[config.mk]
export PLATFORM = sky130hd
export DESIGN_NAME = pcx_port3_cfg
export DESIGN_NICKNAME = d
export VERILOG_FILES = /design/src/logic/pcx_pkg.sv /design/src/logic/pcx_port3_cfg.sv
export SDC_FILE = /design/constraint.sdc
export NUM_CORES = 1
export LEC_CHECK = 0
export BUFFER_PORTS_ARGS = -buffer_cell sky130_fd_sc_hd__buf_4
export CAP_MARGIN = 20
export CORE_MARGIN = 10
export CORE_UTILIZATION = 52
export DETAILED_ROUTE_END_ITERATION = 7
export PLACE_DENSITY = 0.76
export SETUP_SLACK_MARGIN = 0.5
export SLEW_MARGIN = 5
export SYNTH_ARGS = -nofsm -noshare
export SYNTH_HDL_FRONTEND = slang
export SYNTH_SLANG_ARGS = --single-unit
export TNS_END_PERCENT = 50
[constraint.sdc]
create_clock -name ref_clk -period 1.6 [get_ports ref_clk]
set_input_delay 0.08 -clock ref_clk [delete_from_list [all_inputs] [get_ports ref_clk]]
set_output_delay 0.08 -clock ref_clk [all_outputs]
set_load 0.01 [all_outputs]
[src/logic/pcx_pkg.sv]
`default_nettype none
package pcx_pkg;
   // Register addresses in bank 1.
   localparam logic [7:0] PCX_ADDR_PIN_CFG = 8'hE9;
   localparam logic [7:0] PCX_ADDR_IRQ_CFG = 8'hEB;
   localparam logic [7:0] PCX_RESET_VAL    = 8'h00;
   localparam int         PCX_FIELD_W      = 2;
   localparam int         PCX_NPINS        = 4;
   // The interrupt pins sit above the four configurable low pins.
   localparam int         PCX_IRQ_PIN_LO   = 4;
   // Output enables idle high, so every low pin floats as an input out of reset.
   localparam logic [3:0] PCX_OE_N_IDLE    = 4'hF;
   // Pin configuration field codes.
   localparam logic [1:0] PCX_PIN_SCHMITT  = 2'h0;
   localparam logic [1:0] PCX_PIN_SERIAL   = 2'h1;
   localparam logic [1:0] PCX_PIN_LCD      = 2'h2;
   localparam logic [1:0] PCX_PIN_PUSHPULL = 2'h3;
   // Interrupt edge field codes.
   localparam logic [1:0] PCX_IRQ_OFF      = 2'h0;
   localparam logic [1:0] PCX_IRQ_FALL     = 2'h1;
   localparam logic [1:0] PCX_IRQ_RISE     = 2'h2;
   localparam logic [1:0] PCX_IRQ_BOTH     = 2'h3;
endpackage : pcx_pkg
`default_nettype wire

[src/logic/pcx_port3_cfg.sv]
`timescale 1ns/1ps
`default_nettype none
module pcx_port3_cfg (
   input  wire logic       ref_clk,
   input  wire logic       nrst,
   input  wire logic       bank1_sel,
   input  wire logic [7:0] reg_addr,
   input  wire logic       reg_wr,
   input  wire logic [7:0] reg_wdata,
   output logic      [7:0] reg_rdata,
   input  wire logic [3:0] spi_out,
   input  wire logic [3:0] spi_oe,
   input  wire logic [3:0] lcd_seg,
   input  wire logic [3:0] port_data_out,
   input  wire logic [7:0] pin_in,
   output logic      [3:0] pin_out,
   output logic      [3:0] pin_oe_n,
   output logic      [3:0] irq_edge_pulse
);
   typedef struct packed {
      logic [1:0] rst_sync;
      logic [7:0] pin_cfg_r;
      logic [7:0] irq_cfg_r;
      logic [7:0] rdata_r;
      logic [3:0] out_r;
      logic [3:0] oe_n_r;
      logic [3:0] in_s1;
      logic [3:0] in_s2;
      logic [3:0] in_d;
      logic [3:0] pulse_r;
   } pcx_state_s;

   pcx_state_s st_r;
   pcx_state_s st_nxt;
   logic       rst_n_int;
   logic       hit_pin;
   logic       hit_irq;

   // Address decode; a read needs only bank1_sel and the address, a write also needs the strobe.
   assign rst_n_int = st_r.rst_sync[1];
   assign hit_pin   = bank1_sel && (reg_addr == pcx_pkg::PCX_ADDR_PIN_CFG);
   assign hit_irq   = bank1_sel && (reg_addr == pcx_pkg::PCX_ADDR_IRQ_CFG);

   // Edge qualifier per interrupt field code.
   function automatic logic pcx_edge_hit(input logic [1:0] code, input logic prev,
                                         input logic cur);
      logic fall;
      logic rise;
      fall = prev && !cur;
      rise = !prev && cur;
      case (code)
         pcx_pkg::PCX_IRQ_FALL: pcx_edge_hit = fall;
         pcx_pkg::PCX_IRQ_RISE: pcx_edge_hit = rise;
         pcx_pkg::PCX_IRQ_BOTH: pcx_edge_hit = fall || rise;
         default:               pcx_edge_hit = 1'b0;
      endcase
   endfunction : pcx_edge_hit

   // Next-state logic; pins are synchronised before edge detection.
   always_comb begin
      st_nxt          = st_r;
      st_nxt.rst_sync = {st_r.rst_sync[0], 1'b1};
      st_nxt.in_s1    = pin_in[pcx_pkg::PCX_IRQ_PIN_LO +: pcx_pkg::PCX_NPINS];
      st_nxt.in_s2    = st_r.in_s1;
      st_nxt.in_d     = st_r.in_s2;
      if (reg_wr && hit_pin) begin
         st_nxt.pin_cfg_r = reg_wdata;
      end else if (reg_wr && hit_irq) begin
         st_nxt.irq_cfg_r = reg_wdata;
      end
      // Unmapped addresses read as zero.
      if (hit_pin) begin
         st_nxt.rdata_r = st_r.pin_cfg_r;
      end else if (hit_irq) begin
         st_nxt.rdata_r = st_r.irq_cfg_r;
      end else begin
         st_nxt.rdata_r = pcx_pkg::PCX_RESET_VAL;
      end
      for (int i = 0; i < pcx_pkg::PCX_NPINS; i++) begin
         case (st_r.pin_cfg_r[i*pcx_pkg::PCX_FIELD_W +: pcx_pkg::PCX_FIELD_W])
            pcx_pkg::PCX_PIN_SERIAL: begin
               st_nxt.out_r[i]  = spi_out[i];
               st_nxt.oe_n_r[i] = !spi_oe[i];
            end
            pcx_pkg::PCX_PIN_LCD: begin
               st_nxt.out_r[i]  = lcd_seg[i];
               st_nxt.oe_n_r[i] = 1'b0;
            end
            pcx_pkg::PCX_PIN_PUSHPULL: begin
               st_nxt.out_r[i]  = port_data_out[i];
               st_nxt.oe_n_r[i] = 1'b0;
            end
            default: begin
               st_nxt.out_r[i]  = 1'b0;
               st_nxt.oe_n_r[i] = 1'b1;
            end
         endcase
         st_nxt.pulse_r[i] = pcx_edge_hit(
            st_r.irq_cfg_r[i*pcx_pkg::PCX_FIELD_W +: pcx_pkg::PCX_FIELD_W],
            st_r.in_d[i], st_r.in_s2[i]);
      end
   end

   // Every register takes the async reset; all but the reset synchroniser are also held by the released copy.
   always_ff @(posedge ref_clk or negedge nrst) begin
      if (!nrst) begin
         st_r <= '{oe_n_r: pcx_pkg::PCX_OE_N_IDLE, default: '0};
      end else if (!rst_n_int) begin
         st_r <= '{rst_sync: st_nxt.rst_sync,
                   oe_n_r:   pcx_pkg::PCX_OE_N_IDLE,
                   default:  '0};
      end else begin
         st_r <= st_nxt;
      end
   end

   // Every output is a bare register bit, so no decode glitch can reach a pin.
   assign reg_rdata      = st_r.rdata_r;
   assign pin_out        = st_r.out_r;
   assign pin_oe_n       = st_r.oe_n_r;
   assign irq_edge_pulse = st_r.pulse_r;
endmodule : pcx_port3_cfg
`default_nettype wire

==> results by group, run 1 <==
Status
  • Status: completed

Worst setup path
  • Required @ worst endpoint: 1.83 ns
  • Arrival @ worst endpoint: 1.33 ns
  • CP delay by family, top: flip-flops
  • Crit end category: flip-flop
  • Critical path class: reg2reg
  • Slowest CP cell: dfrtp_1
  • Cell Chain, Critical Path: ha_1 > nor2b_1 > o21ai_1 > a21boi_1
  • CP startpoint kind: flip-flop
  • CP Max Fanout: 3
  • WP buf/inv: 0
  • Largest stage delay on the critical path: 0.40 ns

Clocking
  • Clk buf depth: 2
  • # H-tree levels: 2
  • Cts bufs inserted: 5
  • Clk_lat worst skew: 0.30 ns
  • CTS clk-pin slew, worst paths: 0.08 ns
  • Root Buffer: clkbuf_8
  • Clk sinks: 50
  • TritonCTS clock tree: done

Yosys
  • Post-synth EDFFs: 0
  • Mean post-synth cell area: 11.3 sq um
  • Synth unique cells: 25
  • Synth Cell Area: 2410 sq um
  • Async SR Flop Fraction: 1.00
  • Yosys reg bits: 50
  • Post-synth top flop: dfrtp_1
  • Syn nets: 266
  • Share of the yosys chip area belonging to registers: 0.522
  • Synth Warn #: 0
  • Mapped Cells: 214

Finish
  • Filler cells: 336
  • Synth-to-Final Area Change: 25.4%
  • Antenna cells: 0
  • Layout Nets: 324
  • Final Core Density: 0.684
  • Layout cell share with drive strength beyond 1: 0.326
  • Final Non-Filler Cells: 325

Place
  • Detailed Place HPWL: 3.45 mm
  • PortBufs: 59
  • Final GP Congestion: 0.740
  • Placed insts: 303

Global route
  • Initial antenna violation count: 0
  • First-pass GRT wire length: 7.99 mm
  • GRT overflow: 0
  • Total GRT Usage: 0.130
  • Largest net degree at the start of global routing: 51
  • Vias in the first global route: 1750

Routing
  • Vias per cell: 4.98
  • First-pass DRT Iterations: 4
  • Routed via count: 1619
  • Avg WL per Cell: 15.1 um
  • 1st-iter DRT viols: 41
  • Final wirelength: 4.92 mm
  • DRC: 0
  • ANT nets after route: 0

Timing
  • Slew margin rel.: 0.592
  • Setup TNS Final: 0 ns
  • FMAX: 907 MHz
  • Clock skew: 0.00581 ns
  • Tcrit/Tclk final: 0.689
  • Final setup violating endpoints: 0
  • Max Slew Vio Count: 0
  • Fin. Hold Viols: 0
  • Min Tclk post-route: 1.10 ns
  • RSZ-0062 raised after global routing: yes
  • Slew at the pin closest to its max-slew limit: 0.612 ns

Flow run
  • MaxCap Viol Count: 0

Floorplan
  • Die height: 88.1 um
  • Row count: 24
  • Die area: 7750 sq um
  • Initial Util: 0.546
  • Chip width: 88.1 um
  • I/O pin count: 64
  • Core area: 4410 sq um

Power and ir drop
  • Pwr/cell area: 779 nW/um^2
  • Worst-case vdd ir drop: 612 uV
  • Pleak: 1.46 nW
  • Pwr Total: 2.35 mW

Worst hold path
  • Worst min path class: in2reg
where the power goes:
part | internal [mW] | total, mW | switching, mW
logic | 0.114 | 0.201 | 0.0869
clock network | 0.468 | 0.866 | 0.398
registers | 1.28 | 1.29 | 0.00772
path summary, 6_finish.rpt:
| path | start | end | slack [ns] | cells after the start |
|---|---|---|---|---|
| max in group asynchronous | nrst | st_r[44]$_DFFE_PN0P_ | 0.83 | 2 |
| worst min-delay path | reg_wdata[7] | st_r[47]$_DFFE_PN0P_ | 0.06 | 3 |
| worst max register to register | st_nxt[7]$_DFF_PN0_ | irq_edge_pulse[3]$_DFF_PN0_ | 0.50 | 4 |
| min in group asynchronous | nrst | pin_out[0]$_DFF_PN0_ | 0.33 | 2 |
| worst max-delay path | st_nxt[7]$_DFF_PN0_ | irq_edge_pulse[3]$_DFF_PN0_ | 0.50 | 4 |
| worst min register to register | st_nxt[49]$_DFF_PN0_ | rst_n_int$_DFF_PN0_ | 0.37 | 0 |
layout by cell type, fill, tap and decap left out, drive strengths merged:
cell type / instances
nor3: 2
nor2b: 8
and2: 12
nand2: 33
mux2i: 24
clkbuf: 7
nand4bb: 1
a21o: 4
a21boi: 8
mux2: 4
buf: 69
ha: 8
o21ai: 4
dfrtp: 46
dlygate4sd3: 9
dfstp: 4
inv: 8
bufinv: 1
nand3b: 9
conb: 1
nand4b: 2
or3: 1
nor2: 8
worst register-to-register path: stages (launching register included):
cell and delay, ns:
dfrtp_1 0.40, ha_1 0.28, nor2b_1 0.11, o21ai_1 0.08, a21boi_1 0.16
logic make-up after synthesis:
family | synth area share
compound gates | 0.0457
mux | 0.118
simple gates | 0.181
other cells | 0.00156
fa+ha+maj | 0.0416
buf+inv | 0.0899
flops | 0.522
layout make-up:
type	count	area (sq um)	area share
Sequential cell	50	1260	0.416
Timing Repair Buffer	78	621	0.205
Tap cell	52	65.1	0.0215
Multi-Input combinational cell	129	941	0.312
Clock buffer	7	76.3	0.0253
Clock inverter	1	30.0	0.00994
Inverter	8	30.0	0.00994
synthesized netlist by cell type (4+ instances only):
cell type | count | share of area
and2_1 | 12 | 0.031
dfrtp_1 | 46 | 0.48
a21o_1 | 4 | 0.012
nand2_1 | 33 | 0.051
ha_1 | 8 | 0.042
o21ai_0 | 4 | 0.0083
a21boi_0 | 8 | 0.025
nor2_1 | 8 | 0.012
nand3b_1 | 9 | 0.028
buf_4 | 20 | 0.062
dfstp_2 | 4 | 0.044
inv_1 | 8 | 0.012
mux2i_1 | 24 | 0.10
mux2_2 | 4 | 0.019
nor2b_1 | 8 | 0.021
registers in the layout, summed over array words and instances (netlist names):
| signal | cells |
|---|---|
| pin_oe_n | 4 |
| pin_out | 4 |
| irq_edge_pulse | 4 |
| rst_n_int | 1 |
| reg_rdata | 8 |
| st_nxt | 9 |
| st_r | 20 |
per-stage QoR:
stage	worst slack (ns)	instance area, sq um	hold slack (ns)
final	0.498	3020	0.0592
after CTS	0.475	2980	0.0584
after detailed placement	0.323	2770	0.135
after global routing	0.405	3020	0.0591
after global placement	0.350	2770	0.135
after floorplan	0.439	2420	-0.216
repair_timing:
item / 4_1_cts / 5_1_grt
setup endpoints to repair: 28 / 27
gates resized for setup: 5 / 7
setup buffers: 1 / 4
hold buffers: 9 / 0
pin swaps: 2 / 2
endpoints found under the hold margin: 54 / 0
layer usage:
| layer | track usage | up-vias | wire length, um |
|---|---|---|---|
| li1 | - | 794 | - |
| met1 | 0.139 | 779 | 1890 |
| met2 | 0.228 | 39 | 2560 |
| met3 | 0.0576 | 7 | 413 |
| met4 | 0.0385 | 0 | 61 |
| met5 | 0 | - | 0 |
Note: power is estimated with default switching activity, not from simulation.
==> inputs of run 2 (changes only) <==
==> constraint.sdc (replaced) <==
create_clock -name ref_clk -period 1.1 [get_ports ref_clk]
set_input_delay 0.055 -clock ref_clk [delete_from_list [all_inputs] [get_ports ref_clk]]
set_output_delay 0.055 -clock ref_clk [all_outputs]
set_load 0.01 [all_outputs]
==> run 2 against run 1 <==
Against the previous run:
- the run now ends with hold timing, setup timing left
- fmax down 2.6%
- clock power up 13%
- final cell count up 3.1%
- power up 37%
- combinational power up 84%
- hold slack worse by 0.093 ns
- critical path type unchanged
==> results by group, run 2 (synthesized netlist as in run 1, its figures left out) <==
Power and ir drop
  • Sw Share: 0.219 (+0.00914)
  • P_int: 2.51 mW (+35%)
  • Pleak: 1.58 nW (+8.2%)
  • Worst-case vdd ir drop: 703 uV (+15%)
  • Pwr/cell area: 982 nW/um^2 (+26%)
  • Clock share of power: 0.305 (-0.063)
  • Combinational share of power: 0.115 (+0.029)
  • Net Switching: 703 uW (+43%)
  • Sequential power share: 0.580 (+0.034)

Timing
  • FMAX: 884 MHz (-2.6%)
  • Fin. Hold Viols: 8 (+8)
  • Setup ws final: -0.0313 ns (-0.529 ns)
  • RSZ-0062 raised after global routing: yes
  • Final setup violating endpoints: 8 (+8)
  • WHS: -0.0341 ns (-0.0934 ns)
  • Tcrit/Tclk final: 1.03 (+0.340)
  • Max Slew Vio Count: 0 (unchanged)
  • Min Tclk post-route: 1.13 ns (+0.0290 ns)
  • Clock skew: 0.00234 ns (-0.00347 ns)

Clocking
  • CTS hold repair buffers: 1 (-8)
  • CTS clk-pin slew, worst paths: 0.08 ns (about the same)
  • TritonCTS clock tree: done
  • Cts bufs inserted: 5 (unchanged)
  • Clk buf depth: 2 (unchanged)
  • Clk_lat worst skew: 0.30 ns (about the same)
  • Clk sinks: 50 (unchanged)
  • # H-tree levels: 2 (unchanged)
  • Root Buffer: clkbuf_8

Finish
  • Number of flip-flops in the largest register: 20 (unchanged)
  • Antenna cells: 0 (unchanged)
  • Most frequent cells in the layout: 59 x buf_4, 46 x dfrtp_1, 24 x mux2i_1
  • Biggest register: st_r
  • Synth-to-Final Area Change: 35.9%
  • Final Core Density: 0.742 (+0.0575)
  • Commonest non-fill, non-tap cell in the layout: buf_4
  • Layout Nets: 335 (+3.4%)
  • Layout cell share with drive strength beyond 1: 0.428 (+0.102)
  • Final Non-Filler Cells: 335 (+3.1%)

Routing
  • Top routing layer used: met4
  • Avg WL per Cell: 15.3 um (+0.82%)
  • Met2 Routed Length: 2.44 mm (-4.7%)
  • Routed via count: 1686 (+4.1%)
  • Met3 WL: 540 um (+31%)
  • First-pass DRT Iterations: 4 (unchanged)
  • Vias per cell: 5.03 (+1.0%)
  • 1st-iter DRT viols: 64 (+56%)
  • DRC: 0 (unchanged)
  • ANT nets after route: 0 (unchanged)
  • Final wirelength: 5.12 mm (+3.9%)
  • Met1 wire length: 2.09 mm (+10%)

Floorplan
  • Die height: 88.1 um (unchanged)
  • I/O pin count: 64 (unchanged)
  • Die area: 7750 sq um (unchanged)
  • Core area: 4410 sq um (unchanged)
  • Chip width: 88.1 um (unchanged)
  • Initial Util: 0.546 (unchanged)
  • Row count: 24 (unchanged)

Place
  • Detailed Place HPWL: 3.43 mm (-0.46%)
  • Placed insts: 313 (+3.3%)
  • PortBufs: 59 (unchanged)
  • Final GP Congestion: 0.720 (-2.7%)
  • Pre-CTS setup slack: -0.0488 ns (-0.371 ns)

Worst setup path
  • CP startpoint kind: flip-flop
  • CP Max Fanout: 8 (+5)
  • R2r setup slk: -0.03 ns (-0.53 ns)
  • Arrival @ worst endpoint: 1.36 ns (+0.03 ns)
  • Largest stage delay on the critical path: 0.47 ns (+0.07 ns)
  • Required @ worst endpoint: 1.33 ns (-0.50 ns)
  • Critical path class: reg2reg
  • RR Startpoint: rst_n_int$_DFF_PN0_
  • Crit end category: flip-flop
  • Crit. Startpoint: rst_n_int$_DFF_PN0_
  • Slowest CP cell: or3_4
  • Cell Chain, Critical Path: nand3b_1 > or3_4 > nor2_1

Flow run
  • MaxCap Viol Count: 0 (unchanged)

Global route
  • Total GRT Usage: 0.132 (+0.00121)
  • Vias in the first global route: 1789 (+2.2%)
  • First-pass GRT wire length: 8.09 mm (+1.3%)
  • Initial antenna violation count: 0 (unchanged)
  • GRT overflow: 0 (unchanged)
  • Largest net degree at the start of global routing: 51 (unchanged)

Worst hold path
  • Worst min path class: in2reg
  • Min-delay src: pin_in[7]

Status
  • Status: complete, but fails checks
  • Failing checks: hold timing, setup timing
run 2: cell types whose count changed in the layout (fill, tap and decap cells not counted), moves of 3 or more:
cell           previous run  this run
buf_6                     0        22
nor2_1                    8         5
dlygate4sd3_1             9         1
buf_4                    68        59
nand2_1                  33        22
nand2_2                   0         9
run 2: critical path, delay by kind of cell, from the launching register on:
kind	cells	cell delay [ns]
AND/OR/NAND/NOR	3	0.68
flip-flops	1	0.38
run 2: power by group through the flow:
stage	logic [mW]	clock network, mW	registers [mW]
after floorplan	0.103	0	1.90
after global placement	0.272	0	1.90
after detailed placement	0.277	0	1.90
after CTS	0.329	1.02	1.87
after global routing	0.405	1.10	1.87
final	0.369	0.981	1.87
run 2: timing repair:
item | CTS | global route
endpoints found under the setup margin | 68 | 68
pin swaps | 12 | 9
hold endpoints to repair | 58 | 8
buffers inserted | 8 | 2
gates resized for setup | 16 | 41
gates cloned | 2 | 2
run 2: area by class of cell:
type                       count  area (sq um)
sequential                    50          1260
fill                         303          1140
multi-input combinational    129           998
timing repair buffer          89           848
clock buffer                   7          76.3
tap                           52          65.1
inverter                       8          30.0
run 2: metal layers:
layer  global-route usage  vias to the layer above
li1                     -                      822
met1                0.153                      805
met2                0.208                       53
met3               0.0659                        6
met4               0.0428                        0
met5                    0                        -
run 2: metrics by stage:
stage          cell area, sq um  total power, mW   TNS (ns)
6_report                   3270             3.22    -0.0980
5_1_grt                    3270             3.37     -0.885
3_5_place_dp               2860             2.18     -0.501
2_1_floorplan              2430             2.01     -0.480
3_3_place_gp               2860             2.17  -0.000422
4_1_cts                    3080             3.21          0
run 2: final timing paths:
check | endpoint | depth (start not counted)
worst min register to register | rst_n_int$_DFF_PN0_ | 0
worst max-delay path | reg_rdata[3]$_DFF_PN0_ | 3
max in group asynchronous | pin_oe_n[0]$_DFF_PN1_ | 3
worst max register to register | reg_rdata[3]$_DFF_PN0_ | 3
worst min-delay path | st_nxt[11]$_DFF_PN0_ | 2
min in group asynchronous | st_nxt[5]$_DFF_PN0_ | 3
